==> config.mk <==
export PLATFORM = sky130hd
export DESIGN_NAME = sltf_top
export DESIGN_NICKNAME = d
export VERILOG_FILES = /design/src/sltf_pkg.sv /design/src/sltf_top.sv
export VERILOG_INCLUDE_DIRS = /design/src
export SDC_FILE = /design/constraint.sdc
export NUM_CORES = 1
export LEC_CHECK = 0
export ABC_AREA = 1
export BUFFER_PORTS_ARGS = -buffer_cell sky130_fd_sc_hd__buf_2
export CAP_MARGIN = 10
export CORE_MARGIN = 5
export CORE_UTILIZATION = 45
export CTS_BUF_LIST = sky130_fd_sc_hd__clkbuf_16
export DETAILED_ROUTE_END_ITERATION = 8
export GPL_ROUTABILITY_DRIVEN = 0
export GPL_TIMING_DRIVEN = 0
export PLACE_DENSITY = 0.69
export SLEW_MARGIN = 20
export SYNTH_ARGS = -nofsm -noshare
export SYNTH_HDL_FRONTEND = slang
export SYNTH_SLANG_ARGS = --single-unit
==> constraint.sdc <==
create_clock -name i_mclk -period 3.9 [get_ports i_mclk]
set_clock_uncertainty 0.1 [all_clocks]
set_input_delay 0.78 -clock i_mclk [delete_from_list [all_inputs] [get_ports i_mclk]]
set_output_delay 0.78 -clock i_mclk [all_outputs]
set_load 0.01 [all_outputs]
==> src/sltf_consts.svh <==
// Offsets, field positions, reset values and line characters of the link framing block.
`ifndef SLTF_CONSTS_SVH
`define SLTF_CONSTS_SVH
`define SLTF_OFF_RXST   2'h0
`define SLTF_OFF_RXBUF  2'h1
`define SLTF_OFF_TXCTL  2'h2
`define SLTF_OFF_TXBUF  2'h3
`define SLTF_CTL_BEGIN  0
`define SLTF_CTL_END    1
`define SLTF_CHK_CRC    2'h1
`define SLTF_CHK_EVEN   2'h3
`define SLTF_LOOP_GA    2'h1
`define SLTF_LOOP_AB    2'h2
`define SLTF_FLAG       8'h7e
`define SLTF_ABORT      8'hff
`define SLTF_MARK       16'hffff
`define SLTF_SPACE      16'h0000
`define SLTF_CRC_INIT   16'hffff
`define SLTF_CRC_POLY   16'h8408
`define SLTF_CRC_GOOD   16'hf0b8
`define SLTF_CHAR_LEN   5'h08
`define SLTF_SPACE_LEN  5'h10
`define SLTF_STUFF_RUN  3'h5
`define SLTF_FLAG_RUN   3'h6
`define SLTF_LOOKAHEAD  4'h7
`define SLTF_EMIT_AT    4'he
`endif

==> src/sltf_pkg.sv <==
// Types shared by the link framing block.
package sltf_pkg;
  typedef enum logic [2:0] {
    tk_mark, tk_flag, tk_space, tk_data, tk_abort, tk_sync
  } sltf_tx_kind_t;
endpackage : sltf_pkg

==> src/sltf_top.sv <==
// Receive status and transmit framing of a synchronous serial link controller.
// Operation
// - Status-available output follows transmit underflow; cleared by master clear or begin.
// - Transmitter processes data only while transmit permit is high.
// - Each serial bit leaves the shifter on the rising transmit clock edge.
// - Loopback routes output to input, inverted clock, ignores input, holds pin high.
// - Bit mode: first byte sets message begin, second byte clears it.
// - Bit mode: last byte or abort sets message end; status read clears.
// - Abort sets flag when loop setting 2, go-ahead when 1; read clears.
// - Byte arriving before previous was read sets overrun; read clears.
// - Unstated boundary end reports count of valid bits in residue field.
// - Bit mode with CRC: failed check sets check result at message end.
// - Character mode with parity: parity error sets check result.
// - Character mode with CRC: check result is one when CRC good, per byte.
// - Message begin takes effect only while transmit permit is high.
// - Bit mode: flags repeat while begin set, data follows once cleared.
// - Character mode begin: sync repeats if idle zero, else buffer data.
// - Bit mode begin and end: sixteen zero bits then a flag.
// - Bit mode end: flags while permitted, mark line once permit drops.
// - Underflow sets error and sends abort/flag or sync/mark by idle select.
// - Master clear empties everything, output high, buffer empty, CRC preset ones.
// - Active rises with first bit; falls half clock after disabled byte.
// - Writes drop buffer empty; loading the shifter raises it.
`timescale 1ns/100ps
`include "sltf_consts.svh"

// ---------------------------------------------------------------------------
// Transmit data FIFO
// ---------------------------------------------------------------------------
module sltf_fifo #(
  parameter int W = 8,
  parameter int D = 4
) (
  // Clock and reset
  input  wire logic         i_mclk,
  input  wire logic         i_srst,
  // Fill side
  input  wire logic         i_in_valid,
  output logic              o_in_ready,
  input  wire logic [W-1:0] i_in_data,
  // Drain side
  output logic              o_out_valid,
  input  wire logic         i_out_ready,
  output logic [W-1:0]      o_out_data
);
  localparam int AW = (D > 1) ? $clog2(D) : 1;
  logic [W-1:0]  mem_q [D];
  logic [AW-1:0] wp_q;
  logic [AW-1:0] rp_q;
  logic [AW:0]   cnt_q;
  logic          push;
  logic          pop;

  if (D < 2 || (D & (D - 1)) != 0) begin : g_bad_depth
    $error("FIFO depth must be a power of two of at least 2");
  end

  assign push        = i_in_valid && o_in_ready;
  assign pop         = o_out_valid && i_out_ready;
  assign o_in_ready  = cnt_q != (AW + 1)'(D);
  assign o_out_valid = cnt_q != '0;
  assign o_out_data  = mem_q[rp_q];

  always_ff @(posedge i_mclk) begin
    if (push) begin
      mem_q[wp_q] <= i_in_data;
    end
  end

  always_ff @(posedge i_mclk) begin
    if (i_srst) begin
      wp_q  <= '0;
      rp_q  <= '0;
      cnt_q <= '0;
    end else begin
      wp_q  <= wp_q + AW'(push);
      rp_q  <= rp_q + AW'(pop);
      cnt_q <= cnt_q + (AW + 1)'(push) - (AW + 1)'(pop);
    end
  end
endmodule : sltf_fifo

// ---------------------------------------------------------------------------
// Framing top
// ---------------------------------------------------------------------------
module sltf_top #(
  parameter int FIFO_DEPTH = 4
) (
  // Clock and master clear
  input  wire logic       i_mclk,
  input  wire logic       i_srst,
  // Host data port
  input  wire logic       i_dp_strobe,
  input  wire logic       i_dp_write,
  input  wire logic [1:0] i_dp_addr,
  input  wire logic [7:0] i_dp_data,
  output logic [7:0]      o_dp_data,
  output logic            o_dp_data_oe,
  output logic            o_rx_data_avail,
  output logic            o_tx_buffer_empty,
  output logic            o_tx_status_avail,
  // Static configuration
  input  wire logic       i_char_mode,
  input  wire logic [1:0] i_check_mode,
  input  wire logic       i_idle_select,
  input  wire logic [1:0] i_loop_setting,
  input  wire logic [7:0] i_sync_char,
  input  wire logic       i_loopback_select,
  // Serial line
  input  wire logic       i_transmit_shift_clock,
  input  wire logic       i_receive_shift_clock,
  input  wire logic       i_serial_in,
  input  wire logic       i_transmit_permit,
  input  wire logic       i_receive_permit,
  output logic            o_serial_out,
  output logic            o_tx_active
);
  localparam int NS = 5;
  logic [NS-1:0] ext;
  logic [NS-1:0] lv;
  logic tck_q, rck_q, rxc, tx_rise, tx_fall, rx_rise, rx_bit, txen, rxen, bit_oriented_protocol, rv;
  logic so_q, pin_q, st_rd, rb_rd, ctl_wr, tb_wr;

  function automatic logic hit(input logic stb, input logic [1:0] a, input logic [1:0] off);
    hit = stb && (a == off);
  endfunction : hit

  function automatic logic [7:0] rev8(input logic [7:0] v);
    for (int i = 0; i < 8; i++) begin
      rev8[i] = v[7-i];
    end
  endfunction : rev8

  // -------------------------------------------------------------------------
  // Pin synchronisers and edge finding
  // -------------------------------------------------------------------------
  assign ext = {i_receive_permit, i_transmit_permit, i_serial_in,
                i_receive_shift_clock, i_transmit_shift_clock};

  for (genvar g = 0; g < NS; g++) begin : g_sync
    logic s1_q, s2_q, s3_q, lv_q;
    always_ff @(posedge i_mclk) begin
      if (i_srst) begin
        s1_q <= 1'b0;
        s2_q <= 1'b0;
        s3_q <= 1'b0;
        lv_q <= 1'b0;
      end else begin
        s1_q <= ext[g];
        s2_q <= s1_q;
        s3_q <= s2_q;
        if (s2_q == s3_q) begin
          lv_q <= s3_q;
        end
      end
    end
    assign lv[g] = lv_q;
  end

  assign txen    = lv[3];
  assign rxen    = lv[4];
  assign bit_oriented_protocol     = !i_char_mode;
  assign rxc     = i_loopback_select ? !lv[0] : lv[1];
  assign rx_bit  = i_loopback_select ? so_q : lv[2];
  assign tx_rise = lv[0] && !tck_q;
  assign tx_fall = !lv[0] && tck_q;
  assign rx_rise = rxc && !rck_q;
  assign rv      = rx_rise && rxen;
  assign st_rd   = hit(i_dp_strobe && !i_dp_write, i_dp_addr, `SLTF_OFF_RXST);
  assign rb_rd   = hit(i_dp_strobe && !i_dp_write, i_dp_addr, `SLTF_OFF_RXBUF);
  assign ctl_wr  = hit(i_dp_strobe && i_dp_write, i_dp_addr, `SLTF_OFF_TXCTL);
  assign tb_wr   = hit(i_dp_strobe && i_dp_write, i_dp_addr, `SLTF_OFF_TXBUF);

  always_ff @(posedge i_mclk) begin
    if (i_srst) begin
      tck_q <= 1'b0;
      rck_q <= 1'b0;
    end else begin
      tck_q <= lv[0];
      rck_q <= rxc;
    end
  end

  // -------------------------------------------------------------------------
  // Receive deframer
  // -------------------------------------------------------------------------
  logic [15:0] h_q, crc_q, crc_nx;
  logic [3:0]  n_q;
  logic [2:0]  on_q, rem;
  logic [1:0]  bn_q;
  logic        fr_q, sy_q, ga, flg, abt, stf, psh, eob, fin, ld, crcm, perr, ev_end, ev_ag;
  logic [7:0]  ldv, win, pm;

  // Bit mode holds seven bits back so that a closing flag never reaches the buffer.
  always_comb begin
    ga     = i_loop_setting == `SLTF_LOOP_GA;
    crcm   = i_check_mode == `SLTF_CHK_CRC;
    win    = {rx_bit, h_q[7:1]};
    perr   = i_check_mode[1] && ((^win) == (i_check_mode == `SLTF_CHK_EVEN));
    flg    = bit_oriented_protocol && !rx_bit && on_q == `SLTF_FLAG_RUN;
    abt    = bit_oriented_protocol && rx_bit && on_q == `SLTF_FLAG_RUN;
    stf    = bit_oriented_protocol && !rx_bit && on_q == `SLTF_STUFF_RUN;
    psh    = bit_oriented_protocol && fr_q && !flg && !abt && !stf;
    rem    = 3'(n_q - `SLTF_LOOKAHEAD);
    fin    = bit_oriented_protocol && fr_q && (flg || (abt && ga)) && (bn_q != 2'h0 || rem != 3'h0);
    eob    = bit_oriented_protocol ? (psh && n_q == `SLTF_EMIT_AT) : (sy_q && n_q == 4'h7);
    ld     = rv && (eob || (fin && rem != 3'h0));
    pm     = 8'((16'h1 << rem) - 16'h1);
    ldv    = !bit_oriented_protocol ? win : (fin ? (h_q[14:7] & pm) : rev8(h_q[13:6]));
    ev_end = rv && (fin || (abt && !ga));
    ev_ag  = rv && abt && (ga || i_loop_setting == `SLTF_LOOP_AB);
    crc_nx = {1'b0, crc_q[15:1]} ^ (((bit_oriented_protocol ? h_q[6] : rx_bit) ^ crc_q[0]) ? `SLTF_CRC_POLY : 16'h0);
  end

  always_ff @(posedge i_mclk) begin
    if (i_srst || !rxen) begin
      h_q   <= '0;
      n_q   <= '0;
      on_q  <= '0;
      bn_q  <= '0;
      fr_q  <= 1'b0;
      sy_q  <= 1'b0;
      crc_q <= `SLTF_CRC_INIT;
    end else if (rx_rise) begin
      on_q <= rx_bit ? ((on_q == 3'h7) ? on_q : on_q + 3'h1) : 3'h0;
      if (bit_oriented_protocol) begin
        if (flg) begin
          fr_q  <= 1'b1;
          n_q   <= '0;
          bn_q  <= '0;
          crc_q <= `SLTF_CRC_INIT;
        end else if (abt) begin
          fr_q <= 1'b0;
        end else if (psh) begin
          h_q <= {h_q[14:0], rx_bit};
          n_q <= eob ? `SLTF_LOOKAHEAD : n_q + 4'h1;
          if (n_q >= `SLTF_LOOKAHEAD) begin
            crc_q <= crc_nx;
          end
          if (eob && bn_q != 2'h2) begin
            bn_q <= bn_q + 2'h1;
          end
        end
      end else begin
        h_q <= {8'h00, win};
        if (!sy_q) begin
          sy_q <= win == i_sync_char;
        end else begin
          n_q   <= 4'((n_q + 4'h1) & 4'h7);
          crc_q <= crc_nx;
        end
      end
    end
  end

  // -------------------------------------------------------------------------
  // Receive status and buffer
  // -------------------------------------------------------------------------
  logic [7:0] rdb_q;
  logic [2:0] res_q;
  logic       rda_q, ror_q, rx_msg_begin_q, rx_msg_end_q, rag_q, chk_q;

  // Each set term sits before the read clear so that a same-cycle event survives.
  always_ff @(posedge i_mclk) begin
    if (i_srst) begin
      rdb_q  <= '0;
      rda_q  <= 1'b0;
      ror_q  <= 1'b0;
      rx_msg_begin_q <= 1'b0;
      rx_msg_end_q <= 1'b0;
      rag_q  <= 1'b0;
      res_q  <= '0;
    end else begin
      if (ld) begin
        rdb_q <= ldv;
      end
      if (ld && bit_oriented_protocol) begin
        rx_msg_begin_q <= bn_q == 2'h0;
      end
      if (rv && fin) begin
        res_q <= rem;
      end
      rda_q  <= ld || (rda_q && !rb_rd);
      ror_q  <= (ld && rda_q && !rb_rd) || (ror_q && !st_rd && rxen);
      rx_msg_end_q <= ev_end || (rx_msg_end_q && !st_rd && rxen);
      rag_q  <= ev_ag || (rag_q && !st_rd && rxen);
    end
  end

  always_ff @(posedge i_mclk) begin
    if (i_srst) begin
      chk_q <= 1'b0;
    end else if (rv && fin && crcm) begin
      chk_q <= crc_q != `SLTF_CRC_GOOD;
    end else if (rv && !bit_oriented_protocol && eob && crcm) begin
      chk_q <= crc_nx == `SLTF_CRC_GOOD;
    end else if (rv && !bit_oriented_protocol && eob && perr) begin
      chk_q <= 1'b1;
    end else if (st_rd) begin
      chk_q <= 1'b0;
    end
  end

  // -------------------------------------------------------------------------
  // Transmit framer
  // -------------------------------------------------------------------------
  logic [15:0] sh_q, nv;
  logic [4:0]  tn_q, nl;
  logic [2:0]  t1_q;
  logic [7:0]  fd, rd_q;
  logic        bq, eq, err_q, tx_buffer_empty_q, act_q, drop_q, oe_q, unf, stuff, ldt, tb, fpop, fv;
  sltf_pkg::sltf_tx_kind_t tk_q, nk;

  sltf_fifo #(.W(8), .D(FIFO_DEPTH)) u_fifo (
    .i_mclk      (i_mclk),
    .i_srst      (i_srst),
    .i_in_valid  (tb_wr),
    .o_in_ready  (),
    .i_in_data   (i_dp_data),
    .o_out_valid (fv),
    .i_out_ready (fpop),
    .o_out_data  (fd)
  );

  assign stuff = tk_q == sltf_pkg::tk_data && t1_q == `SLTF_STUFF_RUN;
  assign ldt   = tx_rise && !stuff && tn_q == 5'h0;
  assign fpop  = ldt && nk == sltf_pkg::tk_data;
  assign tb    = stuff ? 1'b0 : ((tn_q == 5'h0) ? nv[0] : sh_q[0]);

  // Next character, chosen only at a character boundary.
  always_comb begin
    nk  = sltf_pkg::tk_mark;
    unf = 1'b0;
    if (!txen) begin
      nk = sltf_pkg::tk_mark;
    end else if (bit_oriented_protocol) begin
      if (tk_q == sltf_pkg::tk_space) begin
        nk = sltf_pkg::tk_flag;
      end else if (bq && eq) begin
        nk = sltf_pkg::tk_space;
      end else if (bq || eq) begin
        nk = sltf_pkg::tk_flag;
      end else if (fv) begin
        nk = sltf_pkg::tk_data;
      end else begin
        unf = tk_q == sltf_pkg::tk_data;
        nk  = (unf && !i_idle_select) ? sltf_pkg::tk_abort : sltf_pkg::tk_flag;
      end
    end else begin
      if (bq && !i_idle_select) begin
        nk = sltf_pkg::tk_sync;
      end else if (fv) begin
        nk = sltf_pkg::tk_data;
      end else begin
        unf = tk_q == sltf_pkg::tk_data && !bq;
        nk  = i_idle_select ? sltf_pkg::tk_mark : sltf_pkg::tk_sync;
      end
    end
    nl = `SLTF_CHAR_LEN;
    nv = `SLTF_MARK;
    unique case (nk)
      sltf_pkg::tk_flag:  nv = {8'h00, `SLTF_FLAG};
      sltf_pkg::tk_space: begin
        nv = `SLTF_SPACE;
        nl = `SLTF_SPACE_LEN;
      end
      sltf_pkg::tk_data:  nv = {8'h00, fd};
      sltf_pkg::tk_abort: nv = {8'h00, `SLTF_ABORT};
      sltf_pkg::tk_sync:  nv = {8'h00, i_sync_char};
      sltf_pkg::tk_mark:  nv = `SLTF_MARK;
    endcase
  end

  always_ff @(posedge i_mclk) begin
    if (i_srst) begin
      sh_q  <= `SLTF_MARK;
      tn_q  <= '0;
      t1_q  <= '0;
      tk_q  <= sltf_pkg::tk_mark;
      so_q  <= 1'b1;
      pin_q <= 1'b1;
    end else begin
      pin_q <= i_loopback_select || so_q;
      if (tx_rise) begin
        so_q <= tb;
        if (stuff) begin
          t1_q <= '0;
        end else if (tn_q == 5'h0) begin
          sh_q <= {1'b1, nv[15:1]};
          tn_q <= nl - 5'h1;
          tk_q <= nk;
          t1_q <= (nk == sltf_pkg::tk_data && nv[0]) ?
                  ((tk_q == sltf_pkg::tk_data) ? t1_q : 3'h0) + 3'h1 : 3'h0;
        end else begin
          sh_q <= {1'b1, sh_q[15:1]};
          tn_q <= tn_q - 5'h1;
          t1_q <= (tk_q == sltf_pkg::tk_data && sh_q[0]) ? t1_q + 3'h1 : 3'h0;
        end
      end
    end
  end

  // -------------------------------------------------------------------------
  // Transmit control, status and host reads
  // -------------------------------------------------------------------------
  always_ff @(posedge i_mclk) begin
    if (i_srst) begin
      bq     <= 1'b0;
      eq     <= 1'b0;
      err_q  <= 1'b0;
      tx_buffer_empty_q <= 1'b1;
    end else begin
      if (ctl_wr) begin
        bq <= i_dp_data[`SLTF_CTL_BEGIN];
        eq <= i_dp_data[`SLTF_CTL_END];
      end
      err_q  <= (ldt && unf) || (err_q && !(ctl_wr && i_dp_data[`SLTF_CTL_BEGIN]));
      tx_buffer_empty_q <= (ctl_wr || tb_wr) ? 1'b0 : (fpop || tx_buffer_empty_q);
    end
  end

  always_ff @(posedge i_mclk) begin
    if (i_srst) begin
      act_q  <= 1'b0;
      drop_q <= 1'b0;
    end else if (ldt && txen && bq) begin
      act_q <= 1'b1;
    end else if (ldt && !txen && act_q) begin
      drop_q <= 1'b1;
    end else if (tx_fall && drop_q) begin
      act_q  <= 1'b0;
      drop_q <= 1'b0;
    end
  end

  always_ff @(posedge i_mclk) begin
    if (i_srst) begin
      rd_q <= '0;
      oe_q <= 1'b0;
    end else begin
      oe_q <= i_dp_strobe && !i_dp_write;
      if (i_dp_strobe && !i_dp_write) begin
        unique case (i_dp_addr)
          `SLTF_OFF_RXST:  rd_q <= {chk_q, res_q, ror_q, rag_q, rx_msg_end_q, rx_msg_begin_q};
          `SLTF_OFF_RXBUF: rd_q <= rdb_q;
          `SLTF_OFF_TXCTL: rd_q <= {err_q, 5'h00, eq, bq};
          `SLTF_OFF_TXBUF: rd_q <= 8'h00;
        endcase
      end
    end
  end

  assign o_dp_data         = rd_q;
  assign o_dp_data_oe      = oe_q;
  assign o_rx_data_avail   = rda_q;
  assign o_tx_buffer_empty = tx_buffer_empty_q;
  assign o_tx_status_avail = err_q;
  assign o_serial_out      = pin_q;
  assign o_tx_active       = act_q;
endmodule : sltf_top

==> impl_metrics.env <==
export IMPL_ys_seq_area_share_pct=45.2
export IMPL_core_area_mm2=0.0173
export IMPL_cp_required_ns=4.16
export IMPL_cts_hold_buffers=0
export IMPL_numCtsBuffers=17
export IMPL_synth_ff_type="dfxtp_1"
export IMPL_io_buffers=46
export IMPL_min_path_cells=2
export IMPL_reg2regPathDepth=15
export IMPL_ys_warn_count=0
export IMPL_grt_first_pass_wirelength_mm=32.6
export IMPL_critical_path_top_delay_family="adder cells"
export IMPL_arrival_ns=3.37
export IMPL_grt_usage_pct=20.0
export IMPL_vias=6878
export IMPL_cts_resized=0
export IMPL_post_cts_setup_buffers=0
export IMPL_clkLatencyLatePin_ns=0.43
export IMPL_vias_per_cell=5.25
export IMPL_whs_ns=0.303
export IMPL_synth_top_area_cell="dfxtp_1"
export IMPL_drt_iter0_drc=504
export IMPL_timing_final_crit_period_ns=3.11
export IMPL_p_leak_nw=3.73
export IMPL_cts_sinks=163
export IMPL_die_area_mm2=0.0204
export IMPL_synth_top_area_share_pct=33.1
export IMPL_postRouteWirelength_mm=19.6
export IMPL_crit_chain="inv_1, ha_1, nand3_1, nand2_1, inv_1, nand2_1, nor3_1, ha_1, inv_1, ha_1, inv_1, fa_1, xor2_1, o21ai_0, a21oi_1"
export IMPL_rows=48
export IMPL_crit_cells=15
export IMPL_power_frac_comb_pct=4.5
export IMPL_crit_path_start_kind="flop"
export IMPL_place_ws_ns=0.372
export IMPL_n_antenna_cell=0
export IMPL_worst_slack_ns=0.795
export IMPL_die_w_um=143
export IMPL_layout_cells_non_filler=1311
export IMPL_ys_ff_latch=163
export IMPL_synth_area_per_cell_um2=7.87
export IMPL_root_buffer="clkbuf_16"
export IMPL_period_share_pct=79.6
export IMPL_power_mw=3.52
export IMPL_ys_types=54
export IMPL_syn_to_final_growth_pct=13.9
export IMPL_syn_area_mm2=0.00793
export IMPL_cpPeakStageDelay_ns=0.45
export IMPL_start_util_pct=45.8
export IMPL_hold_path_class="flop to flop"
export IMPL_first_pass_iters=5
export IMPL_antenna_found_initial=0
export IMPL_syn_nets=1069
export IMPL_path_class="flop to flop"
export IMPL_netlist_instances=1008
export IMPL_place_inst=1279
export IMPL_gr_total_overflow=0
export IMPL_hpwl_mm=14.5
export IMPL_final_setup_viol_count=0
export IMPL_fin_nets=1134
export IMPL_clock_path_buffers=2
export IMPL_crit_buf_inv=4
export IMPL_drv_cap=0
export IMPL_synth_async_reset_ratio_pct=0
export IMPL_htree_levels=4
export IMPL_tightest_slew_ns=0.764
export IMPL_timing_hold_violations_final=0
export IMPL_die_y_um=143
export IMPL_power_switching_mw=0.804
export IMPL_cp_slowest_cell="nor3_1"
export IMPL_routedWlPerCell_um=15.0
export IMPL_cts_tree="yes"
export IMPL_synth_area_leaders="dfxtp_1 (33%), edfxtp_1 (12%), nand2_1 (8.9%), inv_1 (5.6%), nor2_1 (5.3%)"
export IMPL_drtAntennaViolNets=0
export IMPL_grt_max_degree=17
export IMPL_cts_reportedPaths_clkPinSlew_ns=0.06
export IMPL_tns_ns=0
export IMPL_synth_edf_count=32
export IMPL_drive_gt1_share_pct=13.4
export IMPL_status="completed"
export IMPL_p_clk_share_pct=46.1
export IMPL_io_pins=48
export IMPL_powerDensity_mw_per_mm2=389
export IMPL_slew_headroom_pct=48.8
export IMPL_internal_power_mw=2.71
export IMPL_peakVddDrop_uv=347
export IMPL_end_kind="flop"
export IMPL_path_max_fanout=7
export IMPL_crit_top_cell="inv_1"
export IMPL_rsz0062_at_grt="no"
export IMPL_grt_pass1_vias=6555
export IMPL_drc=0
export IMPL_p_seq_share_pct=49.4
export IMPL_max_freq_ghz=0.322
export IMPL_power_share_switching_pct=22.9
export IMPL_slew_viol_final=0
-- path summary, 6_finish.rpt --
kind	from	endpoint	slack [ns]
min	g_sync[0].s1_q$_SDFF_PP0_	g_sync[0].s2_q$_SDFF_PP0_	0.30
min reg2reg	g_sync[0].s1_q$_SDFF_PP0_	g_sync[0].s2_q$_SDFF_PP0_	0.30
max	t1_q[1]$_SDFFE_PP0P_	u_fifo.cnt_q[2]$_SDFF_PP0_	0.79
max reg2reg	t1_q[1]$_SDFFE_PP0P_	u_fifo.cnt_q[2]$_SDFF_PP0_	0.79
-- worst register-to-register path, stage by stage, from the launching register on --
cell and delay [ns]:
dfxtp_1 0.35, inv_1 0.07, ha_1 0.19, nand3_1 0.08, nand2_1 0.12, inv_1 0.12, nand2_1 0.21, nor3_1 0.46
ha_1 0.30, inv_1 0.05, ha_1 0.13, inv_1 0.05, fa_1 0.39, xor2_1 0.17, o21ai_0 0.10, a21oi_1 0.15
-- area by class of cell --
cell class | instances | area, µm²
inverter | 128 | 483
buffer | 33 | 173
tap | 225 | 282
clock inverter | 15 | 145
sequential | 163 | 3580
multi-input combinational | 684 | 3710
timing repair buffer | 46 | 230
fill | 1668 | 8270
clock buffer | 17 | 425
-- Yosys cell counts, drive strengths merged (8+ instances only) --
cell and count:
nand3 59, nand4 12, xnor2 8, a21oi 78
ha 26, nor2 116, inv 127, a31oi 11
edfxtp 32, nand2 200, nor3 17, o22ai 19
buf 16, o21ai 101, dfxtp 131, clkbuf 17
-- power by group through the flow --
stage	clock network, mW	registers [mW]	logic (mW)
5_1_grt	1.71	1.74	0.177
3_3_place_gp	0	1.77	0.156
6_report	1.62	1.74	0.159
3_5_place_dp	0	1.77	0.158
2_1_floorplan	0	1.77	0.0919
4_1_cts	1.64	1.74	0.158
-- flip-flops by register name, indices dropped and copies added (netlist names), 4 cells and up --
| signal | count |
|---|---|
| sh_q | 15 |
| crc_q | 16 |
| h_q | 15 |
| n_q | 4 |
| g_sync.lv_q | 5 |
| g_sync.s1_q | 5 |
| u_fifo.mem_q | 32 |
| g_sync.s2_q | 5 |
| rdb_q | 8 |
| g_sync.s3_q | 5 |
| o_dp_data | 8 |
| tn_q | 5 |
-- metrics by stage --
step                utilization [%]  area [µm²]
global route                   52.2        9030
floorplan                         -        7930
global placement               48.8        8440
detailed placement             48.9        8460
CTS                            52.2        9030
finish                         52.2        9030
-- logic make-up (layout without fill, tap and decap cells) --
family / after synthesis / after routing / share of synthesized area [%]
compound gates: 232 / 232 / 17.4
xor+xnor: 13 / 13 / 1.67
fa+ha+maj: 27 / 27 / 4.36
buf+inv: 161 / 239 / 8.27
flops: 163 / 163 / 45.2
simple gates: 412 / 412 / 23.1
-- cells in the final DEF, fill, tap and decap left out, types with 4 or more instances in the layout --
| master | netlist | layout |
|---|---|---|
| o21ai_1 | 26 | 26 |
| clkbuf_16 | 0 | 17 |
| a21oi_2 | 5 | 5 |
| o22ai_1 | 19 | 19 |
| inv_1 | 119 | 121 |
| nand3_2 | 7 | 7 |
| clkinv_4 | 0 | 5 |
| dfxtp_1 | 131 | 131 |
| xnor2_1 | 8 | 8 |
| nor3_2 | 2 | 6 |
| buf_1 | 4 | 4 |
| nand2_2 | 8 | 8 |
| nand4_1 | 12 | 12 |
| nor3_1 | 14 | 10 |
| a211oi_1 | 6 | 6 |
| inv_2 | 7 | 7 |
| clkinv_1 | 1 | 4 |
| a21oi_1 | 71 | 71 |
| nand3_1 | 52 | 52 |
| nand2_1 | 189 | 189 |
| nor2_1 | 111 | 111 |
| o211ai_2 | 5 | 5 |
| buf_2 | 6 | 52 |
| ha_1 | 26 | 26 |
| xor2_1 | 4 | 4 |
| edfxtp_1 | 32 | 32 |
| clkbuf_1 | 17 | 17 |
| buf_6 | 5 | 5 |
| a31oi_1 | 11 | 11 |
| o21ai_0 | 69 | 69 |
| o21ai_2 | 4 | 4 |
-- layer usage --
layer  vias to the layer above  GRT usage, %  routed length (µm)
met4                         0          5.55                 292
met3                        31          4.66                1220
met5                         -             0                   0
met2                       176          33.4                9420
met1                      3183          26.2                8710
li1                       3488             -                   -
(Power assumes the default switching activity.)
